### src/adcc_regs.vh
// register map, field positions, reset values and timing counts of the
// converter control block; assumes a 32-bit apb with byte addresses.
`ifndef ADCC_REGS_VH
`define ADCC_REGS_VH

// register indices; byte address is four times the index
`define ADCC_IDX_CTRL       10'h0C0
`define ADCC_IDX_RES_LOW    10'h0C1
`define ADCC_IDX_RES_HIGH   10'h0C2
`define ADCC_IDX_PIN_SEL    10'h0C5
`define ADCC_IDX_IRQ_STAT   10'h0D0
`define ADCC_IDX_IRQ_MASK   10'h0D1

// converter_control fields
`define ADCC_CTRL_ENABLE    7
`define ADCC_CTRL_EXT_EN    5
`define ADCC_CTRL_DONE      4
`define ADCC_CTRL_BUSY      3
`define ADCC_CTRL_CH_HI     2
`define ADCC_CTRL_CH_LO     0

// conv_result_low fields
`define ADCC_RESL_CLK_HI    7
`define ADCC_RESL_CLK_LO    6

// interrupt status / mask bits
`define ADCC_IRQ_DONE       0
`define ADCC_IRQ_REFUSED    1

// reset values
`define ADCC_RST_CHANNEL    3'h0
`define ADCC_RST_CLK_SEL    2'h0
`define ADCC_RST_PIN_SEL    4'h0
`define ADCC_RST_MASK       2'h0

// converter clock select codes and divide ratios
`define ADCC_CLK_DIV4       2'h0
`define ADCC_CLK_DIV8       2'h1
`define ADCC_CLK_DIV16      2'h2
`define ADCC_DIV4_LAST      4'h3
`define ADCC_DIV8_LAST      4'h7
`define ADCC_DIV16_LAST     4'hF

`endif

### src/adcc_top.v
// converter control block: start/busy/done handshake with the analog
// macro, channel interlock, clock divider, result and pin-select registers.
// assumes the analog macro runs on core_clk_in and pulses its ready line;
// the trigger pin is asynchronous and is synchronised here.
//
// The APB register port was left to the implementer.
`include "adcc_regs.vh"

module adcc_top (
  input  wire        core_clk_in,        // system clock, 125 MHz
  input  wire        rst_in,             // async reset, active high
  input  wire        psel_in,            // apb select
  input  wire        penable_in,         // apb access phase
  input  wire        pwrite_in,          // apb direction, 1 = write
  input  wire [11:0] paddr_in,           // apb byte address
  input  wire [31:0] pwdata_in,          // apb write data
  output reg  [31:0] prdata_out,         // apb read data
  output reg         pready_out,         // apb ready
  output reg         pslverr_out,        // apb error, unmapped address
  input  wire        conv_trigger_pin_in,// external trigger pin, async
  input  wire        conv_ready_in,      // macro result ready, one-cycle pulse
  input  wire [9:0]  conv_result_in,     // macro result, valid with ready
  output reg         conv_start_out,     // one-cycle start pulse to macro
  output reg  [2:0]  conv_channel_out,   // selected analog channel code
  output reg         conv_clk_en_out,    // divided converter clock enable
  output reg         converter_enable_out,// macro power/enable level
  output reg  [3:0]  analog_pin_sel_out, // pins switched to analog input
  output reg         irq_out             // level interrupt request
);

  // control state
  reg        conv_done_flag_reg;         // result ready flag
  reg        conv_start_busy_reg;        // conversion in progress
  reg        ext_trigger_enable_reg;     // pin start allowed
  reg        converter_enable_reg;       // macro enable bit
  reg  [2:0] channel_reg;                // channel select field
  reg  [1:0] clk_sel_reg;                // converter clock select
  reg  [3:0] pin_sel_reg;                // analog pin switches
  reg  [9:0] result_reg;                 // latched conversion result
  reg  [1:0] irq_stat_reg;               // sticky event bits
  reg  [1:0] irq_mask_reg;               // event enables

  // divider
  reg  [3:0] div_cnt_reg;                // converter clock prescaler
  reg  [3:0] div_last;                   // terminal count for select

  // trigger pin synchroniser and edge detector
  reg        trig_meta_reg;              // first stage, read only by second
  reg        trig_sync_reg;              // second stage
  reg        trig_prev_reg;              // delayed copy for edge detect
  wire       trig_rise;                  // synchronised rising edge

  // bus decode
  wire       setup_ph;                   // apb setup cycle
  wire       access_done;                // access edge with ready
  wire       wr_access;                  // write takes effect now
  wire [9:0] reg_idx;                    // word index of address
  wire       addr_aligned;               // low address bits zero
  reg        addr_hit;                   // address maps to a register
  reg [31:0] rd_mux;                     // read data for current address

  // per-register write strobes
  wire       wr_ctrl;                    // converter_control write
  wire       wr_resl;                    // conv_result_low write
  wire       wr_pin;                     // analog_pin_select write
  wire       wr_stat;                    // interrupt status write
  wire       wr_mask;                    // interrupt mask write

  // start arbitration
  wire       done_after_wr;              // done flag value once write applied
  wire       sw_start_req;               // software asks for a start
  wire       hw_start_req;               // pin asks for a start
  wire       start_allowed;              // interlock open
  wire       start_go;                   // conversion launches this cycle
  wire       start_refused;              // request dropped by interlock

  // status bits and events
  reg        conv_done_flag_next;        // next done flag
  reg        conv_start_busy_next;       // next busy bit
  reg  [1:0] irq_stat_next;              // next sticky status
  wire [1:0] irq_event;                  // events raised this cycle

  assign setup_ph     = psel_in & ~penable_in;
  assign access_done  = psel_in & penable_in & pready_out;
  assign wr_access    = access_done & pwrite_in & ~pslverr_out;
  assign reg_idx      = paddr_in[11:2];
  assign addr_aligned = (paddr_in[1:0] == 2'h0);

  assign wr_ctrl = wr_access & (reg_idx == `ADCC_IDX_CTRL);
  assign wr_resl = wr_access & (reg_idx == `ADCC_IDX_RES_LOW);
  assign wr_pin  = wr_access & (reg_idx == `ADCC_IDX_PIN_SEL);
  assign wr_stat = wr_access & (reg_idx == `ADCC_IDX_IRQ_STAT);
  assign wr_mask = wr_access & (reg_idx == `ADCC_IDX_IRQ_MASK);

  // trigger pin crosses into the clock domain through two flops
  // the pin may move at any instant, so only the second stage is trusted;
  // this costs three clocks from pin edge to start, well below anything a
  // converter this slow could follow anyway
  always @(posedge core_clk_in or posedge rst_in) begin
    if (rst_in) begin
      trig_meta_reg <= 1'b0;
      trig_sync_reg <= 1'b0;
      trig_prev_reg <= 1'b0;
    end else begin
      trig_meta_reg <= conv_trigger_pin_in;
      trig_sync_reg <= trig_meta_reg;
      trig_prev_reg <= trig_sync_reg;
    end
  end

  // edge taken from the second stage only, never the first
  assign trig_rise = trig_sync_reg & ~trig_prev_reg;

  // a write of zero to the done bit clears it; a one leaves it alone
  assign done_after_wr = (wr_ctrl & ~pwdata_in[`ADCC_CTRL_DONE]) ? 1'b0 : conv_done_flag_reg;

  assign sw_start_req = wr_ctrl & pwdata_in[`ADCC_CTRL_BUSY];

  // pin edge counts only when enabled
  assign hw_start_req = ext_trigger_enable_reg & trig_rise;

  // the ready cycle refuses a start too, so a result and a launch never
  // share an edge; software sees that as a refused-start event
  // the done term uses the value after this write, which lets one write
  // clear done and start at once
  // done flag blocks; busy blocks; same-write clear opens
  assign start_allowed = ~conv_start_busy_reg & ~done_after_wr & ~conv_ready_in;

  // pin event or software bit starts conversion
  assign start_go      = (sw_start_req | hw_start_req) & start_allowed;
  assign start_refused = (sw_start_req | hw_start_req) & ~start_allowed;

  // done and busy next values
  // ready outside a conversion is dropped: it neither sets done nor
  // touches the result, so a stray pulse from the macro can at worst refuse a start in its cycle
  always @* begin
    conv_done_flag_next  = done_after_wr;
    conv_start_busy_next = conv_start_busy_reg;
    // completion sets the flag; set beats a same-cycle clear
    if (conv_ready_in && conv_start_busy_reg) begin
      conv_done_flag_next  = 1'b1;
      conv_start_busy_next = 1'b0;
    end else if (start_go) begin
      conv_start_busy_next = 1'b1;
    end
    // a written zero never reaches the busy bit
  end

  // done flag only set here by hardware, cleared by write above
  always @(posedge core_clk_in or posedge rst_in) begin
    if (rst_in) begin
      conv_done_flag_reg  <= 1'b0;
      conv_start_busy_reg <= 1'b0;
    end else begin
      conv_done_flag_reg  <= conv_done_flag_next;
      conv_start_busy_reg <= conv_start_busy_next;
    end
  end

  // result captured on the edge that sets done
  always @(posedge core_clk_in or posedge rst_in) begin
    if (rst_in) begin
      result_reg <= 10'h000;
    end else if (conv_ready_in && conv_start_busy_reg) begin
      result_reg <= conv_result_in;
    end
  end

  // plain control bits of converter_control
  always @(posedge core_clk_in or posedge rst_in) begin
    if (rst_in) begin
      ext_trigger_enable_reg <= 1'b0;
      converter_enable_reg   <= 1'b0;
    end else if (wr_ctrl) begin
      ext_trigger_enable_reg <= pwdata_in[`ADCC_CTRL_EXT_EN];
      converter_enable_reg   <= pwdata_in[`ADCC_CTRL_ENABLE];
    end
  end

  // channel field, locked while a conversion is pending or unread
  // the lock reads the flags as they stand, not after this write, so a
  // write that clears done cannot move the channel in the same access
  always @(posedge core_clk_in or posedge rst_in) begin
    if (rst_in) begin
      channel_reg <= `ADCC_RST_CHANNEL;
    end else if (wr_ctrl) begin
      // only when done and busy both clear
      if (!conv_done_flag_reg && !conv_start_busy_reg) begin
        channel_reg <= pwdata_in[`ADCC_CTRL_CH_HI:`ADCC_CTRL_CH_LO];
      end
    end
  end

  // clock select lives in the low result register; result bits ignore writes
  always @(posedge core_clk_in or posedge rst_in) begin
    if (rst_in) begin
      clk_sel_reg <= `ADCC_RST_CLK_SEL;
    end else if (wr_resl) begin
      clk_sel_reg <= pwdata_in[`ADCC_RESL_CLK_HI:`ADCC_RESL_CLK_LO];
    end
  end

  // pin select; upper bits are not stored and read back as zero
  // software must write the upper bits as zero; not storing them means a
  // careless write has no side effect on the port pins
  always @(posedge core_clk_in or posedge rst_in) begin
    if (rst_in) begin
      pin_sel_reg <= `ADCC_RST_PIN_SEL;
    end else if (wr_pin) begin
      pin_sel_reg <= pwdata_in[3:0];
    end
  end

  // terminal count per select; reserved code kept at the slowest rate
  always @* begin
    case (clk_sel_reg)
      `ADCC_CLK_DIV4:  div_last = `ADCC_DIV4_LAST;
      `ADCC_CLK_DIV8:  div_last = `ADCC_DIV8_LAST;
      `ADCC_CLK_DIV16: div_last = `ADCC_DIV16_LAST;
      default:         div_last = `ADCC_DIV16_LAST;
    endcase
  end

  // prescaler; restarts cleanly if the select shrinks under the count
  // free-running from reset and not aligned to starts, so the first
  // macro clock after a start may come up to one period late; the >=
  // compare keeps a shrinking select from running the count past its end
  always @(posedge core_clk_in or posedge rst_in) begin
    if (rst_in) begin
      div_cnt_reg     <= 4'h0;
      conv_clk_en_out <= 1'b0;
    end else if (div_cnt_reg >= div_last) begin
      div_cnt_reg     <= 4'h0;
      conv_clk_en_out <= 1'b1;
    end else begin
      div_cnt_reg     <= div_cnt_reg + 4'h1;
      conv_clk_en_out <= 1'b0;
    end
  end

  // interrupt events: completion and refused start
  assign irq_event[`ADCC_IRQ_DONE]    = conv_ready_in & conv_start_busy_reg;
  assign irq_event[`ADCC_IRQ_REFUSED] = start_refused;

  // sticky status, write one to clear, new event wins over the clear
  // mask bits only gate the request; status records every event anyway,
  // so software can poll with the interrupt masked off
  always @* begin
    irq_stat_next = irq_stat_reg;
    if (wr_stat) begin
      irq_stat_next = irq_stat_reg & ~pwdata_in[1:0];
    end
    irq_stat_next = irq_stat_next | irq_event;
  end

  // status and mask registers
  always @(posedge core_clk_in or posedge rst_in) begin
    if (rst_in) begin
      irq_stat_reg <= 2'h0;
      irq_mask_reg <= `ADCC_RST_MASK;
    end else begin
      irq_stat_reg <= irq_stat_next;
      if (wr_mask) begin
        irq_mask_reg <= pwdata_in[1:0];
      end
    end
  end

  // read mux; all fields sit in the low byte, upper bits zero
  // reserved bits read as zero; the result bits are read only and are
  // never touched by a write to the low result register
  always @* begin
    rd_mux   = 32'h00000000;
    addr_hit = addr_aligned;
    case (reg_idx)
      `ADCC_IDX_CTRL: begin
        // done and busy read side by side as the status pair
        rd_mux[`ADCC_CTRL_ENABLE] = converter_enable_reg;
        rd_mux[`ADCC_CTRL_EXT_EN] = ext_trigger_enable_reg;
        rd_mux[`ADCC_CTRL_DONE]   = conv_done_flag_reg;
        rd_mux[`ADCC_CTRL_BUSY]   = conv_start_busy_reg;
        rd_mux[`ADCC_CTRL_CH_HI:`ADCC_CTRL_CH_LO] = channel_reg;
      end
      `ADCC_IDX_RES_LOW: begin
        // two lsbs beside the clock select
        rd_mux[`ADCC_RESL_CLK_HI:`ADCC_RESL_CLK_LO] = clk_sel_reg;
        rd_mux[1:0] = result_reg[1:0];
      end
      `ADCC_IDX_RES_HIGH: begin
        // eight msbs, bit 7 is result bit 9
        rd_mux[7:0] = result_reg[9:2];
      end
      `ADCC_IDX_PIN_SEL: begin
        rd_mux[3:0] = pin_sel_reg;
      end
      `ADCC_IDX_IRQ_STAT: begin
        rd_mux[1:0] = irq_stat_reg;
      end
      `ADCC_IDX_IRQ_MASK: begin
        rd_mux[1:0] = irq_mask_reg;
      end
      default: begin
        addr_hit = 1'b0;
      end
    endcase
  end

  // trade-off: one fixed access cycle keeps the slave small, at the cost
  // of reads showing state sampled at the setup edge
  // unmapped or misaligned addresses answer with an error and zero data
  // apb slave: ready one cycle after setup, data captured at setup;
  // a read thus reflects state one cycle before the access edge
  always @(posedge core_clk_in or posedge rst_in) begin
    if (rst_in) begin
      pready_out  <= 1'b0;
      pslverr_out <= 1'b0;
      prdata_out  <= 32'h00000000;
    end else if (setup_ph) begin
      pready_out  <= 1'b1;
      pslverr_out <= ~addr_hit;
      prdata_out  <= (pwrite_in | ~addr_hit) ? 32'h00000000 : rd_mux;
    end else begin
      pready_out  <= 1'b0;
      pslverr_out <= 1'b0;
    end
  end

  // outputs to the analog side, all from flops
  // registering every output delays start and channel by one clock; the
  // channel field is itself a flop, so a write that sets channel and start
  // together puts the new channel code out one clock after the start pulse
  always @(posedge core_clk_in or posedge rst_in) begin
    if (rst_in) begin
      conv_start_out       <= 1'b0;
      conv_channel_out     <= `ADCC_RST_CHANNEL;
      converter_enable_out <= 1'b0;
      analog_pin_sel_out   <= `ADCC_RST_PIN_SEL;
      irq_out              <= 1'b0;
    end else begin
      conv_start_out       <= start_go;
      // channel code goes straight to the input mux
      conv_channel_out     <= channel_reg;
      converter_enable_out <= converter_enable_reg;
      analog_pin_sel_out   <= pin_sel_reg;
      irq_out              <= |(irq_stat_next & irq_mask_reg);
    end
  end

endmodule // adcc_top

### config.mk
export PLATFORM = sky130hd
export DESIGN_NAME = adcc_top
export DESIGN_NICKNAME = d
export VERILOG_FILES = /design/src/adcc_top.v
export VERILOG_INCLUDE_DIRS = /design/src
export SDC_FILE = /design/constraint.sdc
export NUM_CORES = 1
export LEC_CHECK = 0
export BUFFER_PORTS_ARGS = -buffer_cell sky130_fd_sc_hd__buf_2
export CORE_MARGIN = 2
export CORE_UTILIZATION = 45
export DETAILED_ROUTE_END_ITERATION = 12
export HOLD_SLACK_MARGIN = 0.03
export PLACE_DENSITY = 0.78
export SETUP_SLACK_MARGIN = 0.3
export SLEW_MARGIN = 0
export SYNTH_ARGS = -nofsm -noshare
export SYNTH_HDL_FRONTEND = slang
export SYNTH_SLANG_ARGS = --single-unit
### constraint.sdc
create_clock -name core_clk_in -period 2.1 [get_ports core_clk_in]
set_clock_uncertainty 0.2 [all_clocks]
set_input_delay 0.315 -clock core_clk_in [delete_from_list [all_inputs] [get_ports core_clk_in]]
set_output_delay 0.315 -clock core_clk_in [all_outputs]
set_load 0.01 [all_outputs]
# Yosys cells after proc, flatten, opt, wreduce, memory -nomap -nowiden
# Cells that the tools add are included.
# op_classes
n_eq_ne,7
n_lt_le_gt_ge,1
muxes,17
add_sub_neg,1
n_reduce_logical,10
bitwise,34
# ops
op,n
$eq 10x8->1 const B,6
$and 1x1->1,19
$pmux 2 s6,1
$not 1->1,9
$mux 1,8
$mux 8,1
$pmux 4 s2,1
$pmux 2 s3,1
$reduce_or 6->1,1
$add 4x1->4 const B,1
$and 2x2->2,2
$ge 4x4->1,1
$logic_not 2->1,2
$mux 4,1
$pmux 2 s2,1
$pmux 1 s3,1
$eq 2x1->1 const B,1
$logic_and 1x1->1,2
$logic_not 1->1,2
$mux 2,1
$not 2->2,1
$or 1x1->1,2
$or 2x2->2,1
$pmux 1 s2,1
other kinds (3),3
# totals
output_inout_bits,45
regBits,79
in_bits,61

# Longest topological paths before layout
# Gate-level depths: netlist (run 1).
# logic_depth
word_depth,15
depth_mapped,6
ltp_nobuf,5

# Worst setup path before layout (run 1)
# Ideal clock, no wire load.
# synth_path
kind,input port to flip-flop
startpoint,input port paddr_in[10]
endpoint,register channel_reg[0]
slack_ns,0.293
cell_stages,5
setup_ns,0.125
t_arrival_ns,1.483
path_cell_list,and4bb_2 -> and4b_1 -> nand3_4 -> nor3_4 -> mux2_2
# synth_between
elab_chain_cells,3
# synth_lines
element,line,source
start: declaration,adcc_top.v:15,"input wire [11:0] paddr_in,"
$eq 10x8->1,--,
$and 1x1->1,adcc_top.v:89,assign wr_ctrl = wr_access & (reg_idx == `ADCC_IDX_CTRL);
$reduce_and 2->1 (no line),--,
end signal: assignment,adcc_top.v:185,channel_reg <= `ADCC_RST_CHANNEL;
end signal: assignment,adcc_top.v:189,channel_reg <= pwdata_in[`ADCC_CTRL_CH_HI:`ADCC_CTRL_CH_LO];
end: declaration,adcc_top.v:36,reg [2:0] channel_reg;
# No other way between the ends.
# A chain may end at the register's enable or synchronous reset.

# Worst setup path after layout (run 1)
# layout_path
startpoint,register pslverr_out
endpoint,register irq_out
# layout_between
elab_chain_cells,13
word_cells_on_any_way,17
cone_classes,mux: 2; bitwise: 14; reduce/logical: 1
# layout_lines
element,line,source
start: declaration,adcc_top.v:19,"output reg pslverr_out,"
start signal: assignment,adcc_top.v:320,pslverr_out <= ~addr_hit;
$not 1->1 *,adcc_top.v:85,assign wr_access = access_done & pwrite_in & ~pslverr_out;
$and 1x1->1 *,adcc_top.v:85,
$and 1x1->1,adcc_top.v:89,
$and 1x1->1,adcc_top.v:115,assign done_after_wr = (wr_ctrl & ~pwdata_in[`ADCC_CTRL_DONE]) ? 1'b0 : conv_done_flag_reg;
$mux 1,adcc_top.v:115,
$not 1->1,adcc_top.v:127,assign start_allowed = ~conv_start_busy_reg & ~done_after_wr & ~conv_ready_in;
$and 1x1->1 (2 in a row),adcc_top.v:127,
$not 1->1,adcc_top.v:131,assign start_refused = (sw_start_req | hw_start_req) & ~start_allowed;
$and 1x1->1,adcc_top.v:131,
$or 2x2->2 *,adcc_top.v:253,irq_stat_next = irq_stat_next | irq_event;
via irq_stat_next[1],adcc_top.v:80,reg [1:0] irq_stat_next;
$and 2x2->2 *,adcc_top.v:345,irq_out <= |(irq_stat_next & irq_mask_reg);
$reduce_or 2->1 *,adcc_top.v:345,
end signal: assignment,adcc_top.v:345,
end: declaration,adcc_top.v:28,output reg irq_out
# The timed path passes the listed nets; every way through them passes the cells marked *.

==> results.md, run 1 <==
* Initial core utilization at 47.0%
* Max reg flops at 10
* Reg2Reg Depth at 7
* Crit Path Class: reg2reg
* Total gr overflow at 0
* Slowest stage cell, crit path: dfrtp_1
* Initial antenna violation count at 0
* Crit-path max FO at 2
* Via density at 5.08
* R2r startpoint: pslverr_out
* I/O Buffers at 57
* Reg2Reg Capture Point: irq_out
* Fmax achieved at approximately 530 MHz
* DRT iter0 DRCs at slightly above 200
* First drt pass iteration count at 4
* Part of the power in registers at a little under three fifths
* Min-Delay Endpoint: result_reg[4]
* Switching share of power at between 20% and 30%
* Synth warnings at 0
* Worst-Margin Slew at 0.500 ns
* P_leak at about 1.7 nW
* Routed via count at 1880
* Place WS at about 0.025 ns
* GP Congestion at 0.827
* Fraction of layout cells with a size suffix above 1 at between 30% and 40%
* CTS tree: yes
* Async set or reset register ratio after synthesis at 100%
* Slew margin rel. at 66.6%
* Status: complete, no violations
* Detailed placer's ending HPWL at 4.02 mm
* Switching power total at 0.000488 W
* Internal Pwr Total at about 0.0015 W
* Power density over cell area at between 600 and 700 mW/mm^2
* Crit path max-delay family: simple AND/OR/NAND/NOR gates
* CP Data Required Time at around 2.1 ns
* Tightest Hold Check Type: in2reg
* Die ar. at approximately 0.0064 sq mm
* Register area share after synthesis at between 50% and 60%
* Cell Area, Synth at between 0.002 and 0.003 sq mm
* Drt wl/cell at between 10 and 15 um
* Top FF cell, synth: dfrtp_1
* # DRC at 0
* CTS Buf Count at 5
* Final hold vios at 0
* Syn-to-layout area delta at 23.4%
* Post-Syn Instances at 217
* Syn Area/Cell at approximately 12 sq um
* Rows at 27
* Buffer and inverter count on the worst path at 2
* Max cap viols at 0
* Final Setup Violations at 0
* Max Root-Sink Buffers at 2
* Post-synth EDFFs at 0
* Clock Pin Slew Worst Setup and Hold Paths at ~0.090 ns
* Setup TNS at 0 ns
* Cells along the critical path: buf_4 -> buf_6 -> nor3b_2 -> and4b_2 -> a31o_4 -> o2bb2ai_1 -> a22o_1
* Number of diodes at 0
* Leading cell type in the layout, fill and taps excluded: buf_2
* Vias in the first global route at about 1800
* Layout Nets at 361
* Gr usage total at 17.9%
* CP Capture Type: flop
* CP arrival at 1.88 ns
* ANT nets after route at 0
* TritonCTS Sinks at 55
* Hold Startpoint: conv_result_in[4]
* Die Ht at approximately 80 um
* First-pass GRT wire length at roughly 8.6 mm
* Commonest non-fill, non-tap cells in the layout: buf_2, dfrtp_1, conb_1
* Synth cell types at 48
* Die W at 80.1 um
* Peak supply drop at a little under 0.0003 V
* Final wirelength at 5.47 mm
* Max-slew violation count at 0
* Post-route minimum period at between 1.5 and 2 ns
* Clock power share at 31.0%
* CTS root buf: clkbuf_8
* Largest net degree at the start of global routing at 35
* I/O pins at approximately 110
* Final worst slack at between 0.2 and 0.25 ns
* Worst skew pair latency at ~0.31 ns
* Gate power share at about an eighth
* Core box area at between 0.005 and 0.006 sq mm
* Seq cells post-synth at 55
* Worst hold stages at 2
* Tcrit/Tclk final at around nine tenths
* H-tree depth at 2
* Startpoint types: flop
* Reg2Reg Setup Slack at about 0.22 ns
* RSZ-0062 raised after global routing: yes
* Worst path max stage delay at 0.40 ns
-- Yosys cell counts (all sizes together), types with 3 or more instances --
master,count,share of area [%]
inv,7,1.0
o21ai,12,2.3
mux2,26,11
mux2i,6,2.3
a21o,3,0.87
nand2,17,2.5
nor4,3,1.3
nor3,8,2.6
dfrtp,55,53
nor2,8,1.2
buf,28,8.0
ha,3,1.4
a32oi,3,1.0
-- stage by stage --
| stage | hold slack, ns | util [%] | cells | power, W | cell area [sq um] |
|---|---|---|---|---|---|
| after CTS | 0.0304 | 55.9 | 363 | 0.00195 | 3100 |
| after detailed placement | 0.138 | 52.9 | 348 | 0.00135 | 2930 |
| final | 0.0343 | 58.0 | 370 | 0.00196 | 3210 |
| after floorplan | 0.131 | - | 240 | 0.00130 | 2690 |
| after global routing | 0.0318 | 58.0 | 370 | 0.00206 | 3210 |
| after global placement | 0.133 | 52.9 | 348 | 0.00134 | 2930 |
-- layer usage --
metal | GRT usage (%) | wire [um]
met5 | 0 | 0
met4 | 8.47 | 109
met3 | 4.38 | 354
met2 | 27.9 | 2630
met1 | 23.4 | 2380
-- timing repair --
action	CTS	global route
pin swaps	0	6
gates cloned	0	0
gates resized for setup	1	11
setup endpoints to repair	3	12
buffers inserted	1	3
endpoints found under the hold margin	26	4
hold buffers	6	4
-- cell type report --
cell class | count | area [sq um]
flip-flops and latches | 55 | 1380
multi-input cells | 148 | 1120
well taps | 72 | 90.1
fillers | 469 | 2330
repair buffers | 80 | 503
clock buffers | 7 | 86.3
inverters | 7 | 30.0
clock inverters | 1 | 8.76
-- worst max-delay path by stage --
stage | start | to | cells after the start
floorplan | paddr_in[10] | channel_reg[0] | 5
global placement | paddr_in[10] | channel_reg[0] | 6
detailed placement | paddr_in[10] | channel_reg[2] | 6
CTS | pslverr_out | channel_reg[2] | 5
global route | pslverr_out | channel_reg[2] | 6
finish | pslverr_out | irq_out | 7
-- power by group through the flow --
stage	Clock, W	Combinational, W	Sequential [W]
2_1_floorplan	0	0.000164	0.00114
3_3_place_gp	0	0.000200	0.00114
3_5_place_dp	0	0.000207	0.00114
4_1_cts	0.000612	0.000217	0.00112
5_1_grt	0.000668	0.000260	0.00113
6_report	0.000607	0.000230	0.00112
-- kinds of logic (layout without fill, tap and decap cells) --
| kind of cell | Yosys count | in the layout | synth area share, % |
|---|---|---|---|
| AOI/OAI and AO/OA | 33 | 33 | 8.61 |
| xor gates and xnor gates | 2 | 2 | 0.673 |
| adders and majority gates | 3 | 3 | 1.44 |
| buffers and inverters | 37 | 95 | 9.33 |
| DFF | 55 | 55 | 52.9 |
| muxes | 32 | 32 | 13.6 |
| other | 1 | 24 | 0.144 |
| and+or+nand+nor | 54 | 54 | 13.4 |
Power figures use the tool's default switching activity.
==> run 2, diff against run 1 <==
- CELL_PAD_IN_SITES_DETAIL_PLACEMENT: not set -> 1
- CELL_PAD_IN_SITES_GLOBAL_PLACEMENT: not set -> 2
- CORE_UTILIZATION: 45 -> 29
- PLACE_DENSITY: 0.78 -> 0.81
- SLEW_MARGIN: 0 -> 25
==> run 2 against run 1 <==
Die area rose by 52%. Register-to-register slack gained 0.06 ns. Critical path depth fell by 1. Utilization decreased by 21 points. Worst setup slack better by 0.063 ns. Sequential share of layout area fell by 0.18 points. Combinational power down 3%. Non-clock buffer count shrank 1. Global-route usage shrank 5.1 points. Total power decreased by 1.9%. Hold slack improved by 0.0085 ns. Via count down 1.7%. Critical path type unchanged. Critical endpoint is now channel_reg[1]. Largest cell class unchanged. Largest power group unchanged.
==> results.md, run 2 (synthesized netlist as in run 1, its figures left out) <==
* Status: complete, no violations
* Leading cell type in the layout, fill and taps excluded: buf_2
* Max reg flops at 10
* Total gr overflow at 0
* Slew margin rel. at 65.2%
* Die W at about 100 um
* Worst hold stages at 2
* Clock power share at 29.9%
* Gate power share at 11.6%
* Detailed placer's ending HPWL at between 4 and 5 mm
* Reg2Reg Setup Slack at ~0.29 ns
* Worst path max stage delay at ~0.4 ns
* Cells along the critical path: nor2b_2 -> and4b_2 -> nand3_4 -> nor3_4 -> buf_6 -> mux2_4
* Dpl cells at roughly 390
* Startpoint types: flop
* First drt pass iteration count at 4
* H-tree depth at 2
* Syn-to-layout area delta at 23.9%
* Initial antenna violation count at 0
* Fraction of layout cells with a size suffix above 1 at 40.9%
* Buffer and inverter count on the worst path at 1
* DRT iter0 DRCs at 38
* CTS Buf Count at 5
* CP arrival at between 1.5 and 2 ns
* Max cap viols at 0
* Layout Nets at 360
* Number of diodes at 0
* GP Congestion at approximately 0.85
* Power density over cell area at between 500 and 600 mW/mm^2
* First-pass GRT wire length at 9.80 mm
* R2r startpoint: pslverr_out
* Total Power at 0.00192 W
* Worst skew pair latency at around 0.3 ns
* CP Data Required Time at 2.09 ns
* CTS tree: yes
* I/O Buffers at 57
* Peak supply drop at between 0.0002 and 0.00025 V
* Final worst slack at ~0.29 ns
* Final wirelength at 6.06 mm
* Min-Delay Endpoint: prdata_out[1]
* Placed inst area at 0.00300 sq mm
* Final hold vios at 0
* Gr usage total at about 13%
* Rows at 34
* I/O pins at 106
* Fmax achieved at approximately 550 MHz
* Worst-Margin Slew at approximately 0.52 ns
* CP Capture Type: flop
* ANT nets after route at 0
* P_leak at between 1.5 and 2 nW
* Via density at 4.57
* Post-route minimum period at ~1.8 ns
* Finished Layout Cells at ~400
* Clock Pin Slew Worst Setup and Hold Paths at 0.09 ns
* Crit-path max FO at 3
* Core box area at approximately 0.0087 sq mm
* Vias in the first global route at between 1500 and 2000
* Post-route cell area at about 0.0032 sq mm
* Routed via count at between 1500 and 2000
* Crit Path Class: reg2reg
* Final Setup Violations at 0
* Crit path max-delay family: simple AND/OR/NAND/NOR gates
* CTS root buf: clkbuf_8
* TritonCTS Sinks at 55
* Tightest Hold Check Type: in2reg
* Internal Pwr Total at ~0.0015 W
* Initial core utilization at just under 30%
* # DRC at 0
* Max-slew violation count at 0
* Place WS at -0.0167 ns
* Die ar. at around 0.01 sq mm
* Hold WS at ~0.043 ns
* RSZ-0062 raised after global routing: yes
* Part of the power in registers at around three fifths
* Die Ht at between 90 and 100 um
* Hold Startpoint: pwrite_in
* Switching share of power at 24.3%
* Tcrit/Tclk final at between 80% and 90%
* Slowest stage cell, crit path: dfrtp_1
* Largest net degree at the start of global routing at 34
* Reg2Reg Capture Point: channel_reg[1]
* Reg2Reg Depth at 6
* Commonest non-fill, non-tap cells in the layout: buf_2, dfrtp_1, conb_1
* Max Root-Sink Buffers at 2
* Switching power total at between 0.0004 and 0.0005 W
* Drt wl/cell at roughly 15 um
==> run 2: stage by stage <==
| stage | util [%] | setup TNS (ns) |
|---|---|---|
| finish | 37.0 | 0 |
| global route | 37.0 | 0 |
| CTS | 36.6 | 0 |
| detailed placement | 34.4 | -0.0443 |
| global placement | 34.4 | 0 |
| floorplan | - | 0 |
==> run 2: timing repair <==
action                                  in CTS  in global routing
buffers inserted                             5                  0
pin swaps                                    4                  2
hold endpoints to repair                    26                  0
gates resized for setup                      6                  9
hold buffers                                 5                  0
endpoints found under the setup margin       3                 15
==> run 2: worst max-delay path by stage <==
stage	start	to	slack, ns	cells past startpoint
after floorplan	paddr_in[10]	channel_reg[0]	0.29	5
after global placement	paddr_in[10]	channel_reg[1]	0.02	6
after detailed placement	paddr_in[10]	channel_reg[2]	-0.02	6
after CTS	pready_out	channel_reg[1]	0.25	6
after global routing	pslverr_out	pin_sel_reg[3]	0.20	5
final	pslverr_out	channel_reg[1]	0.29	6
==> run 2: power groups by stage <==
| stage | combinational, W | sequential (W) | clock, W |
|---|---|---|---|
| finish | 0.000224 | 0.00112 | 0.000575 |
| global route | 0.000251 | 0.00113 | 0.000650 |
| CTS | 0.000225 | 0.00112 | 0.000610 |
| detailed placement | 0.000214 | 0.00114 | 0 |
| global placement | 0.000207 | 0.00114 | 0 |
| floorplan | 0.000164 | 0.00114 | 0 |
==> run 2: area by class of cell <==
type | instances | area [sq um]
flip-flops and latches | 55 | 1380
well taps | 108 | 135
inverters | 7 | 30.0
clock inverters | 1 | 5.00
fillers | 970 | 5500
multi-input cells | 148 | 1110
clock buffers | 6 | 82.6
repair buffers | 79 | 490
==> run 2: per-layer routing <==
layer | vias to the layer above | GRT usage (%) | share of wire, %
met2 | 49 | 22.2 | 51
met5 | - | 0 | 0
met1 | 917 | 16.2 | 43
met3 | 4 | 2.84 | 5.0
met4 | 0 | 3.48 | 1.0
li1 | 878 | - | -
